--- src/rtc_pkg.sv ---
// constants, command codes, property map and carriers of the tuner engine
package rtc_pkg;

  localparam int          PROP_COUNT = 27;
  localparam logic [15:0] PROP_ADDR [PROP_COUNT] = '{
    16'h0001, 16'h0102, 16'h0104, 16'h0201, 16'h0202, 16'h1100, 16'h1105,
    16'h1106, 16'h1108, 16'h1200, 16'h1201, 16'h1202, 16'h1203, 16'h1204,
    16'h1207, 16'h1302, 16'h1303, 16'h1400, 16'h1401, 16'h1402, 16'h1403,
    16'h1404, 16'h1500, 16'h1501, 16'h1502, 16'h4000, 16'h4001};
  localparam logic [15:0] PROP_DEFAULT [PROP_COUNT] = '{
    16'h0000, 16'h0000, 16'h0000, 16'h8000, 16'h0001, 16'h0002, 16'h0031,
    16'h001e, 16'h001e, 16'h0000, 16'h007f, 16'h0000, 16'h007f, 16'h0000,
    16'h0081, 16'h0010, 16'h0004, 16'h222e, 16'h2a26, 16'h000a, 16'h0003,
    16'h0014, 16'h0000, 16'h0000, 16'h0000, 16'h003f, 16'h0000};

  // positions in the property store
  localparam logic [4:0] IDX_INT_ENABLE   = 5'h00;
  localparam logic [4:0] IDX_SAMPLE_RATE  = 5'h02;
  localparam logic [4:0] IDX_REFERENCE_CLOCK_FREQUENCY  = 5'h03;
  localparam logic [4:0] IDX_STEREO_BLEND = 5'h06;
  localparam logic [4:0] IDX_MONO_BLEND   = 5'h07;
  localparam logic [4:0] IDX_MAX_TUNE_ERR = 5'h08;
  localparam logic [4:0] IDX_QUALITY_SRC  = 5'h09;
  localparam logic [4:0] IDX_STRENGTH_HI  = 5'h0c;
  localparam logic [4:0] IDX_STRENGTH_LO  = 5'h0d;
  localparam logic [4:0] IDX_SOFT_MUTE    = 5'h0f;
  localparam logic [4:0] IDX_BAND_BOTTOM  = 5'h11;
  localparam logic [4:0] IDX_BAND_TOP     = 5'h12;
  localparam logic [4:0] IDX_SPACING      = 5'h13;
  localparam logic [4:0] IDX_FIFO_THRESH  = 5'h17;
  localparam logic [4:0] IDX_HARD_MUTE    = 5'h1a;

  localparam logic [15:0] REFCLK_MIN    = 16'h799a;
  localparam logic [15:0] REFCLK_MAX    = 16'h8666;
  localparam logic [7:0]  BLEND_FORCE_M = 8'h7f;

  typedef enum logic [7:0] {
    CMD_POWER_UP     = 8'h01,
    CMD_REVISION     = 8'h10,
    CMD_POWER_DOWN   = 8'h11,
    CMD_SET_PROPERTY = 8'h12,
    CMD_PROPERTY_READ_CMD = 8'h13,
    CMD_IRQ_FLAGS    = 8'h14,
    CMD_FIRMWARE_PATCH_ARGUMENT_CMD   = 8'h15,
    CMD_FIRMWARE_PATCH_PAYLOAD_CMD   = 8'h16,
    CMD_TUNE         = 8'h20,
    CMD_SCAN         = 8'h21,
    CMD_TUNE_RESULT  = 8'h22,
    CMD_QUALITY      = 8'h23,
    CMD_BCAST_DATA   = 8'h24,
    CMD_AUX_DRIVE    = 8'h80,
    CMD_AUX_LEVEL    = 8'h81
  } rtc_cmd_code_type;

  // status byte bit positions
  localparam int ST_CTS  = 7;
  localparam int ST_ERR  = 6;
  localparam int ST_QUAL = 3;
  localparam int ST_DATA = 2;
  localparam int ST_TUNE = 0;

  localparam int CLK_PERIOD_NS   = 100;
  localparam int SCAN_DWELL_NS   = 5000;
  localparam int SCAN_DWELL_CYC  =
    (SCAN_DWELL_NS + CLK_PERIOD_NS - 1) / CLK_PERIOD_NS;

  typedef enum logic [1:0] {
    SCAN_IDLE = 2'b01,
    SCAN_RUN  = 2'b10
  } rtc_scan_state_type;

  typedef struct packed {
    logic [7:0]  code;
    logic [7:0]  arg;
    logic [15:0] addr;
    logic [15:0] value;
  } rtc_cmd_type;

  typedef struct packed {
    logic [7:0]  status;
    logic [7:0]  info;
    logic [15:0] data;
  } rtc_resp_type;

endpackage

--- src/rtc_engine.sv ---
// command decoder, property store, scan engine and data queue of the tuner
// Contract
// RULE1 - 0x01 powers up with mode, 0x10 returns revision, 0x11 powers down.
// RULE2 - 0x12 writes the addressed property, 0x13 returns its current value.
// RULE3 - 0x14 returns the current interrupt status flags.
// RULE4 - 0x15 and 0x16 are reserved patch download codes, no other effect.
// RULE5 - 0x20 tunes, 0x21 starts a scan, 0x22 reports the last outcome.
// RULE6 - 0x23 reports signal quality; 0x24 returns and pops one queued group.
// RULE7 - 0x80 sets aux pin driven or floating; 0x81 sets its level.
// RULE8 - reference clock takes 31130 to 34406 or zero; zero stops correction.
// RULE9 - above stereo threshold full stereo; 0 forces stereo, 127 mono.
// RULE10 - below mono threshold full mono; 0 forces stereo, 127 mono.
// RULE11 - rail flag rises when frequency error exceeds the maximum tune error.
// RULE12 - soft mute attenuation limited by property; zero disables soft mute.
// RULE13 - group received flag only once queue count reaches programmed count.
// RULE14 - scan stays between band bottom and band top.
// RULE15 - sample rate in 100 Hz units; zero leaves digital audio disabled.
// RULE16 - hard mute mutes audio; left and right muted independently.
// RULE17 - scan steps by the programmed channel spacing.
// RULE18 - interrupt sources enabled one by one; all disabled after reset.
// RULE19 - every command answers a status byte with flags and clear to send.
// RULE20 - reset restores every property default and holds off commands; here reset sets clear to send high.
// RULE21 - properties are 16 bits and read back the last written value.
// RULE22 - host waits for clear to send and avoids patch codes otherwise.
`timescale 1ns/100ps

module rtc_engine #(
  parameter int          QUEUE_DEPTH = 8,
  parameter logic [15:0] REVISION    = 16'h5a01  // arbitrary value
) (
  input  wire logic          clk,
  input  wire logic          rst,
  input  wire logic          cmd_valid,
  input  rtc_pkg::rtc_cmd_type cmd,
  output rtc_pkg::rtc_resp_type resp,
  output logic               resp_valid,
  output logic               cts,
  input  wire logic [15:0]   freq_err,
  input  wire logic [7:0]    rssi,
  input  wire logic          channel_valid,
  input  wire logic          group_valid,
  input  wire logic [15:0]   group_data,
  output logic               int_request,
  output logic               powered,
  output logic [7:0]         power_mode,
  output logic [15:0]        tuned_freq,
  output logic               auto_freq_correction,
  output logic               freq_correction_rail_flag,
  output logic               stereo_full,
  output logic               mono_full,
  output logic               soft_mute_enable,
  output logic [7:0]         soft_mute_atten,
  output logic               digital_audio_enable,
  output logic               mute_left,
  output logic               mute_right,
  output logic               group_received_flag,
  output logic               aux_output_three,
  output logic               aux_output_three_oe
);
  import rtc_pkg::*;

  localparam int PW = $clog2(QUEUE_DEPTH);

  if (QUEUE_DEPTH < 2 || (1 << PW) != QUEUE_DEPTH) begin : g_chk
    $error("QUEUE_DEPTH must be a power of two, at least 2");
  end

  rtc_cmd_type        cmd_q_reg;
  logic               exec_reg;
  logic [15:0]        prop_mem [PROP_COUNT];
  logic [4:0]         prop_idx;
  logic               prop_hit;
  logic               cmd_err;
  logic               exec_ok;
  logic               stc_reg;
  logic               qual_reg;
  logic               valid_reg;
  logic               limit_reg;
  logic               scan_done_reg;
  logic               scan_up_reg;
  rtc_scan_state_type scan_reg;
  logic [15:0]        dwell_reg;
  logic [16:0]        step_next;
  logic [15:0]        queue_mem [QUEUE_DEPTH];
  logic [PW-1:0]      wr_ptr_reg;
  logic [PW-1:0]      rd_ptr_reg;
  logic [PW:0]        count_reg;
  logic               push;
  logic               pop;
  logic [7:0]         flag_vec;
  logic [7:0]         st_thr;
  logic [7:0]         mo_thr;
  logic               force_st;
  logic               force_mo;
  logic               qual_event;
  logic [15:0]        rate_q;
  logic [7:0]         resp_info;
  logic [15:0]        resp_data;

  // command take and one-cycle execute stage
  always_ff @(posedge clk or posedge rst) begin
    if (rst) begin
      cmd_q_reg  <= '0;
      exec_reg   <= 1'b0;
      cts        <= 1'b1;                                  // RULE20
      resp_valid <= 1'b0;
      resp       <= '0;
    end else begin
      resp_valid <= 1'b0;
      if (cmd_valid && cts) begin                          // RULE22
        cmd_q_reg <= cmd;
        exec_reg  <= 1'b1;
        cts       <= 1'b0;
      end else if (exec_reg) begin
        exec_reg   <= 1'b0;
        cts        <= 1'b1;
        resp_valid <= 1'b1;                                // RULE19
        resp       <= '{status: flag_vec | ({7'h00, cmd_err} << ST_ERR)
                                 | (8'h01 << ST_CTS),
                        info: resp_info, data: resp_data};
      end
    end
  end

  always_comb begin
    prop_hit = 1'b0;
    prop_idx = 5'h00;
    for (int i = 0; i < PROP_COUNT; i++) begin
      if (PROP_ADDR[i] == cmd_q_reg.addr) begin
        prop_hit = 1'b1;
        prop_idx = i[4:0];
      end
    end
  end

  // errors: unknown code, unmapped property, bad reference clock, powered down
  always_comb begin
    cmd_err = 1'b0;
    case (cmd_q_reg.code)
      CMD_POWER_UP, CMD_FIRMWARE_PATCH_ARGUMENT_CMD, CMD_FIRMWARE_PATCH_PAYLOAD_CMD: cmd_err = 1'b0; // RULE4
      CMD_SET_PROPERTY: begin
        cmd_err = !powered || !prop_hit;
        if (prop_idx == IDX_REFERENCE_CLOCK_FREQUENCY && cmd_q_reg.value != 16'h0000 &&
            (cmd_q_reg.value < REFCLK_MIN || cmd_q_reg.value > REFCLK_MAX))
          cmd_err = 1'b1;                                  // RULE8
      end
      CMD_PROPERTY_READ_CMD: cmd_err = !powered || !prop_hit;
      CMD_REVISION, CMD_POWER_DOWN, CMD_IRQ_FLAGS, CMD_TUNE, CMD_SCAN,
      CMD_TUNE_RESULT, CMD_QUALITY, CMD_BCAST_DATA, CMD_AUX_DRIVE,
      CMD_AUX_LEVEL: cmd_err = !powered;
      default: cmd_err = 1'b1;
    endcase
  end

  assign exec_ok = exec_reg && !cmd_err;

  always_comb begin
    resp_info = 8'h00;
    resp_data = 16'h0000;
    case (cmd_q_reg.code)
      CMD_REVISION:     resp_data = REVISION;              // RULE1
      CMD_PROPERTY_READ_CMD: resp_data = prop_mem[prop_idx];    // RULE2
      CMD_IRQ_FLAGS:    resp_data = {8'h00, flag_vec};     // RULE3
      CMD_TUNE_RESULT: begin                               // RULE5
        resp_data = tuned_freq;
        resp_info = {valid_reg, limit_reg, freq_correction_rail_flag, 5'h00};
      end
      CMD_QUALITY: begin                                   // RULE6
        resp_data = {8'h00, rssi};
        resp_info = {stereo_full, mono_full, freq_correction_rail_flag,
                     channel_valid, 4'h0};
      end
      CMD_BCAST_DATA: begin                                // RULE6
        resp_data = queue_mem[rd_ptr_reg];
        resp_info = 8'(count_reg);
      end
      default: resp_data = 16'h0000;
    endcase
  end

  // property store, defaults on reset
  always_ff @(posedge clk or posedge rst) begin
    if (rst) begin
      for (int i = 0; i < PROP_COUNT; i++)
        prop_mem[i] <= PROP_DEFAULT[i];                    // RULE20
    end else if (exec_ok && cmd_q_reg.code == CMD_SET_PROPERTY) begin
      prop_mem[prop_idx] <= cmd_q_reg.value;               // RULE21
    end
  end

  // power state and auxiliary pin
  always_ff @(posedge clk or posedge rst) begin
    if (rst) begin
      powered             <= 1'b0;
      power_mode          <= 8'h00;
      aux_output_three    <= 1'b0;
      aux_output_three_oe <= 1'b0;
    end else if (exec_ok) begin
      case (cmd_q_reg.code)
        CMD_POWER_UP: begin                                // RULE1
          powered    <= 1'b1;
          power_mode <= cmd_q_reg.arg;
        end
        CMD_POWER_DOWN: powered <= 1'b0;                   // RULE1
        CMD_AUX_DRIVE: aux_output_three_oe <= cmd_q_reg.arg[0]; // RULE7
        CMD_AUX_LEVEL: aux_output_three    <= cmd_q_reg.arg[0]; // RULE7
        default: powered <= powered;
      endcase
    end
  end

  // tune and scan
  always_comb begin
    if (scan_up_reg)
      step_next = {1'b0, tuned_freq} + {1'b0, prop_mem[IDX_SPACING]};
    else
      step_next = {1'b0, tuned_freq} - {1'b0, prop_mem[IDX_SPACING]};
  end

  always_ff @(posedge clk or posedge rst) begin
    if (rst) begin
      scan_reg      <= SCAN_IDLE;
      tuned_freq    <= 16'h0000;
      dwell_reg     <= 16'h0000;
      scan_up_reg   <= 1'b1;
      scan_done_reg <= 1'b0;
      valid_reg     <= 1'b0;
      limit_reg     <= 1'b0;
    end else begin
      scan_done_reg <= 1'b0;
      if (exec_ok && cmd_q_reg.code == CMD_POWER_DOWN) begin
        scan_reg <= SCAN_IDLE;
      end else if (exec_ok && cmd_q_reg.code == CMD_TUNE) begin
        scan_reg      <= SCAN_IDLE;                        // RULE5
        tuned_freq    <= cmd_q_reg.value;
        valid_reg     <= channel_valid;
        limit_reg     <= 1'b0;
        scan_done_reg <= 1'b1;
      end else if (exec_ok && cmd_q_reg.code == CMD_SCAN) begin
        scan_reg    <= SCAN_RUN;                           // RULE5
        scan_up_reg <= cmd_q_reg.arg[3];
        dwell_reg   <= 16'h0000;
        limit_reg   <= 1'b0;
        valid_reg   <= 1'b0;
        if (tuned_freq < prop_mem[IDX_BAND_BOTTOM])
          tuned_freq <= prop_mem[IDX_BAND_BOTTOM];         // RULE14
        else if (tuned_freq > prop_mem[IDX_BAND_TOP])
          tuned_freq <= prop_mem[IDX_BAND_TOP];            // RULE14
      end else begin
        case (scan_reg)
          SCAN_IDLE: scan_reg <= SCAN_IDLE;
          SCAN_RUN: begin
            if (dwell_reg != 16'(SCAN_DWELL_CYC - 1)) begin
              dwell_reg <= dwell_reg + 16'h0001;
            end else begin
              dwell_reg <= 16'h0000;
              if (channel_valid) begin
                scan_reg      <= SCAN_IDLE;
                valid_reg     <= 1'b1;
                scan_done_reg <= 1'b1;
              end else if (step_next > {1'b0, prop_mem[IDX_BAND_TOP]} ||
                           step_next < {1'b0, prop_mem[IDX_BAND_BOTTOM]} ||
                           step_next[16]) begin
                scan_reg      <= SCAN_IDLE;                // RULE14
                limit_reg     <= 1'b1;
                scan_done_reg <= 1'b1;
              end else begin
                tuned_freq <= step_next[15:0];             // RULE17
              end
            end
          end
          default: scan_reg <= SCAN_IDLE;
        endcase
      end
    end
  end

  // received group queue; query pops one entry
  assign push = group_valid && powered && (count_reg != (PW+1)'(QUEUE_DEPTH));
  assign pop  = exec_ok && cmd_q_reg.code == CMD_BCAST_DATA &&
                count_reg != '0;

  always_ff @(posedge clk) begin
    if (push)
      queue_mem[wr_ptr_reg] <= group_data;
  end

  always_ff @(posedge clk or posedge rst) begin
    if (rst) begin
      wr_ptr_reg <= '0;
      rd_ptr_reg <= '0;
      count_reg  <= '0;
    end else begin
      if (push)
        wr_ptr_reg <= wr_ptr_reg + PW'(1);
      if (pop)
        rd_ptr_reg <= rd_ptr_reg + PW'(1);                 // RULE6
      if (push && !pop)
        count_reg <= count_reg + (PW+1)'(1);
      else if (pop && !push)
        count_reg <= count_reg - (PW+1)'(1);
    end
  end

  // sticky tune and quality flags; a set in the clearing cycle wins
  assign qual_event = (prop_mem[IDX_QUALITY_SRC][0] &&
                       {8'h00, rssi} < prop_mem[IDX_STRENGTH_LO]) ||
                      (prop_mem[IDX_QUALITY_SRC][1] &&
                       {8'h00, rssi} > prop_mem[IDX_STRENGTH_HI]);

  always_ff @(posedge clk or posedge rst) begin
    if (rst) begin
      stc_reg  <= 1'b0;
      qual_reg <= 1'b0;
    end else begin
      if (scan_done_reg)
        stc_reg <= 1'b1;
      else if (exec_ok && cmd_q_reg.code == CMD_TUNE_RESULT &&
               cmd_q_reg.arg[0])
        stc_reg <= 1'b0;
      if (qual_event && powered)
        qual_reg <= 1'b1;
      else if (exec_ok && cmd_q_reg.code == CMD_QUALITY && cmd_q_reg.arg[0])
        qual_reg <= 1'b0;
    end
  end

  always_comb begin
    flag_vec          = 8'h00;
    flag_vec[ST_TUNE] = stc_reg;
    flag_vec[ST_DATA] = group_received_flag;
    flag_vec[ST_QUAL] = qual_reg;
  end

  // settings that steer the signal path
  assign st_thr   = prop_mem[IDX_STEREO_BLEND][7:0];
  assign mo_thr   = prop_mem[IDX_MONO_BLEND][7:0];
  assign force_mo = st_thr == BLEND_FORCE_M || mo_thr == BLEND_FORCE_M;
  assign force_st = st_thr == 8'h00 || mo_thr == 8'h00;
  assign rate_q   = prop_mem[IDX_SAMPLE_RATE];

  always_ff @(posedge clk or posedge rst) begin
    if (rst) begin
      int_request               <= 1'b0;
      auto_freq_correction      <= 1'b0;
      freq_correction_rail_flag <= 1'b0;
      stereo_full               <= 1'b0;
      mono_full                 <= 1'b0;
      soft_mute_enable          <= 1'b0;
      soft_mute_atten           <= 8'h00;
      digital_audio_enable      <= 1'b0;
      mute_left                 <= 1'b0;
      mute_right                <= 1'b0;
      group_received_flag       <= 1'b0;
    end else begin
      int_request <= |(prop_mem[IDX_INT_ENABLE][7:0] & flag_vec); // RULE18
      auto_freq_correction <= prop_mem[IDX_REFERENCE_CLOCK_FREQUENCY] != 16'h0000; // RULE8
      freq_correction_rail_flag <=
        freq_err > prop_mem[IDX_MAX_TUNE_ERR];             // RULE11
      stereo_full <= !force_mo && (force_st || rssi > st_thr); // RULE9
      mono_full   <= force_mo || (!force_st && rssi < mo_thr); // RULE10
      soft_mute_enable <= prop_mem[IDX_SOFT_MUTE] != 16'h0000; // RULE12
      soft_mute_atten  <= prop_mem[IDX_SOFT_MUTE][7:0];    // RULE12
      digital_audio_enable <= rate_q != 16'h0000;          // RULE15
      mute_left  <= prop_mem[IDX_HARD_MUTE][1];            // RULE16
      mute_right <= prop_mem[IDX_HARD_MUTE][0];            // RULE16
      group_received_flag <= count_reg != '0 &&
        16'(count_reg) >= prop_mem[IDX_FIFO_THRESH];       // RULE13
    end
  end
endmodule

--- config.mk ---
export PLATFORM = sky130hd
export DESIGN_NAME = rtc_engine
export DESIGN_NICKNAME = d
export VERILOG_FILES = /design/src/rtc_pkg.sv /design/src/rtc_engine.sv
export SDC_FILE = /design/constraint.sdc
export NUM_CORES = 2
export LEC_CHECK = 0
export ABC_CLOCK_PERIOD_IN_PS = 31600
export BUFFER_PORTS_ARGS = -buffer_cell sky130_fd_sc_hd__buf_2
export CORE_MARGIN = 1
export CORE_UTILIZATION = 30
export CTS_CLUSTER_SIZE = 24
export DETAILED_ROUTE_END_ITERATION = 16
export HOLD_SLACK_MARGIN = 0.05
export PLACE_DENSITY = 0.47
export SYNTH_ARGS = -nofsm -noshare
export SYNTH_HDL_FRONTEND = slang
export SYNTH_SLANG_ARGS = --single-unit
--- constraint.sdc ---
create_clock -name clk -period 31.6 [get_ports clk]
set_input_delay 9.48 -clock clk [delete_from_list [all_inputs] [get_ports clk]]
set_output_delay 9.48 -clock clk [all_outputs]
set_load 0.02 [all_outputs]
==> results.json <==
{
  "post-route-period-util": 0.357,
  "ir_drop_v": 0.0000350,
  "drt-total-wl_um": 133000,
  "ys_ff_latch": 719,
  "cts.sinks": 719,
  "drtAntennaViolNets": 0,
  "antenna_found_initial": 10,
  "critPathTopFamily": "simple AND/OR/NAND/NOR gates",
  "synthMuxAreaShare": 0.196,
  "synth_top_family_by_area": "multiplexers",
  "chipHeight_um": 354,
  "grt_pass1_wl_um": 193000,
  "maxSlewHeadroom": 0.0913,
  "skew_ps": 35.9,
  "first_pass_iters": 5,
  "vias_per_cell": 5.39,
  "final_nets": 3476,
  "syn_area_per_cell_um2": 11.9,
  "overflow": 0,
  "synth-xor-area-share": 0.00896,
  "synthArstFlopShare": 0.822,
  "grt_pass1_vias": 26300,
  "synth_edf_count": 128,
  "post_cts_buffers": 0,
  "final_max_slew_viol_count": 0,
  "crit_slowest_cell": "or4_1",
  "post_drt_wl_per_cell_um": 27.0,
  "worstSetupEndpointType": "register",
  "grt_usage": 0.210,
  "rsz0062_at_grt": "false",
  "netlist_area_mm2": 0.0372,
  "drc": 0,
  "finalCriticalPeriod_ps": 11280,
  "gp_congestion": 0.873,
  "status": "completed",
  "grt_max_degree": 154,
  "synth_cell_type_count": 106,
  "final.setup.tns_ps": 0,
  "synthAdderAreaFrac": 0.0471,
  "setup_violations": 0,
  "path_cells": "buf_2 > nand2_2 > nand2_2 > clkinv_1 > nand3_1 > buf_4 > a31oi_1 > o221ai_1 > or4_1 > o21ai_1",
  "cts_hold_buf": 0,
  "cp_max_fo": 36,
  "ys_seq_area_frac": 0.503,
  "place_hpwl_um": 92900,
  "crit_top_cell": "nand2_2",
  "critPathBufInv": 3,
  "leakagePower_uw": 0.0183,
  "die_area_mm2": 0.125,
  "powerDensity_mw_per_mm2": 56.9,
  "min_path_type": "reg -> reg",
  "cts_buffer_depth": 3,
  "syn_to_final_growth_pct": 14.3,
  "synthSimpleGateAreaFrac": 0.0980,
  "ys.flop_type": "dfrtp_1",
  "cts_tree": "built",
  "drt_first_iter_violations": 2390,
  "rows": 128,
  "worst_pin_slew_ps": 1350,
  "max-cap-violations": 0,
  "synth_compound_area_frac": 0.109,
  "critPathKind": "in -> reg",
  "yosys_warnings": 0,
  "hold_viol_final": 0,
  "cts-root-buf": "clkbuf_16",
  "slowest_delay_ps": 520,
  "clkTransAtPathRegs_ps": 60,
  "start_util": 0.304,
  "finalCoreUtilization": 0.347,
  "vias": 26600,
  "synth_cells": 3134,
  "fp.dieW_um": 354,
  "cts_buffers": 83,
  "drive_above_1_share": 0.299,
  "worst_skew_pair.late_latency_ps": 670,
  "core_mm2": 0.122,
  "largest_reg_flops": 408,
  "htree_num_levels": 3,
  "cts_resized": 0,
  "cp.arrival_ps": 11850,
  "start_kind": "primary input",
  "io_pins": 172,
  "numPortBuffers": 168,
  "required_ps": 32180,
  "clock.fmax_mhz": 88.7
}
[worst reg2reg max path, stage by stage (launching register included)]
cell and delay, ps:
dfrtp_1 460, or3_1 440, nor4b_1 730, a21oi_1 180, xor2_1 170, ha_1 340
and2_1 200, a31oi_1 140, o31ai_1 120, o41a_1 380, a21o_1 200, a21oi_1 170
xnor2_1 230, ha_1 370, nand2_1 100, nor4_1 450, nand4_1 280, mux2i_1 200
a31oi_1 90, nor3b_1 240, mux2i_1 320, o21ai_4 740, mux2_2 430
[layout make-up]
cell class                      instances  area [um^2]
Multi-Input combinational cell       2093        17100
Clock inverter                         31          379
Tap cell                             1625         2030
Timing Repair Buffer                  236         1380
Clock buffer                          124         2430
Inverter                              112          428
Sequential cell                       719        18700
Fill cell                           12200        79900
Antenna cell                            2         5.00
[per-stage QoR]
stage	hold WS, ps	setup slack [ps]	std cells	power, uW	cell area [um^2]
6_report	408	20320	4942	2420	42500
5_1_grt	425	19980	4940	2510	42500
4_1_cts	411	20300	4940	2440	42500
3_5_place_dp	395	19590	4785	1430	39700
3_3_place_gp	395	19570	4785	1430	39700
2_1_floorplan	365	5680	3136	1250	37200
[report_power, final]
part	switching [uW]	total, uW	internal (uW)
Clock	409	1000	592
Sequential	79.6	1060	979
Combinational	259	358	99.0
Total	748	2420	1670
[cell usage after synthesis (all sizes together), types with 21 or more instances]
| master | count | share of area |
|---|---|---|
| a221oi | 23 | 0.0054 |
| nor4 | 39 | 0.0074 |
| o22ai | 65 | 0.011 |
| o221ai | 30 | 0.0071 |
| buf | 83 | 0.014 |
| mux4 | 32 | 0.019 |
| dfstp | 59 | 0.042 |
| inv | 111 | 0.011 |
| nor2b | 21 | 0.0035 |
| clkbuf | 129 | 0.013 |
| nor3 | 47 | 0.0066 |
| mux2i | 119 | 0.032 |
| ha | 136 | 0.046 |
| a21o | 32 | 0.0065 |
| nand2 | 216 | 0.022 |
| a211oi | 23 | 0.0046 |
| and3 | 27 | 0.0045 |
| mux2 | 473 | 0.14 |
| nand2b | 22 | 0.0037 |
| nand4 | 39 | 0.0071 |
| dfrtp | 532 | 0.36 |
| nand3 | 53 | 0.0077 |
| o21ai | 140 | 0.019 |
| nor2 | 139 | 0.017 |
| edfxtp | 128 | 0.10 |
| a21oi | 120 | 0.016 |
[path summary, 6_finish.rpt]
kind                                            from                      endpoint  slack (ps)  depth (start not counted)
setup / recovery                           cmd_valid          resp[13]$_DFFE_PP0P_       20320                         10
hold / removal               prop_mem[1]$_DFFE_PP0P_           mute_left$_DFF_PP0_         410                          0
setup reg to reg           prop_mem[114]$_DFFE_PP0P_    tuned_freq[11]$_DFFE_PP0P_       24500                         22
hold reg to reg              prop_mem[1]$_DFFE_PP0P_           mute_left$_DFF_PP0_         410                          0
max in group asynchronous                        rst  soft_mute_atten[3]$_DFF_PP0_       20390                          4
min in group asynchronous                        rst     power_mode[4]$_DFFE_PP0P_        8950                          2
[cells in the final DEF (no fill, tap or decap), types with 19 or more instances in the layout]
cell type	n
dfrtp_1	530
mux2_2	456
nand2_1	212
buf_2	168
ha_1	136
o21ai_0	134
edfxtp_1	128
mux2i_1	119
a21oi_1	119
nor2_1	115
inv_1	109
clkbuf_16	86
buf_4	66
o22ai_1	64
dfstp_2	59
nand3_1	50
nor3_1	43
nor4_1	37
nand4_1	36
a21o_1	32
mux4_2	32
o221ai_1	30
and3_1	27
clkbuf_1	24
a221oi_1	23
nand2b_1	22
a211oi_1	22
nor2b_1	21
xor2_1	20
o21a_1	19
[layer usage]
layer | wire, um | track usage | up-vias
met1 | 61400 | 0.299 | 13900
met5 | 0 | 0 | -
met2 | 60800 | 0.327 | 728
li1 | - | - | 11900
met3 | 7100 | 0.0318 | 163
met4 | 3910 | 0.0664 | 0
[logic make-up after synthesis]
family	Yosys count
compound gates	601
xor+xnor	38
fa+ha+maj	139
buf+inv	324
flops	719
mux	624
other cells	1
simple gates	688
Note: power is estimated with default switching activity, not from simulation.
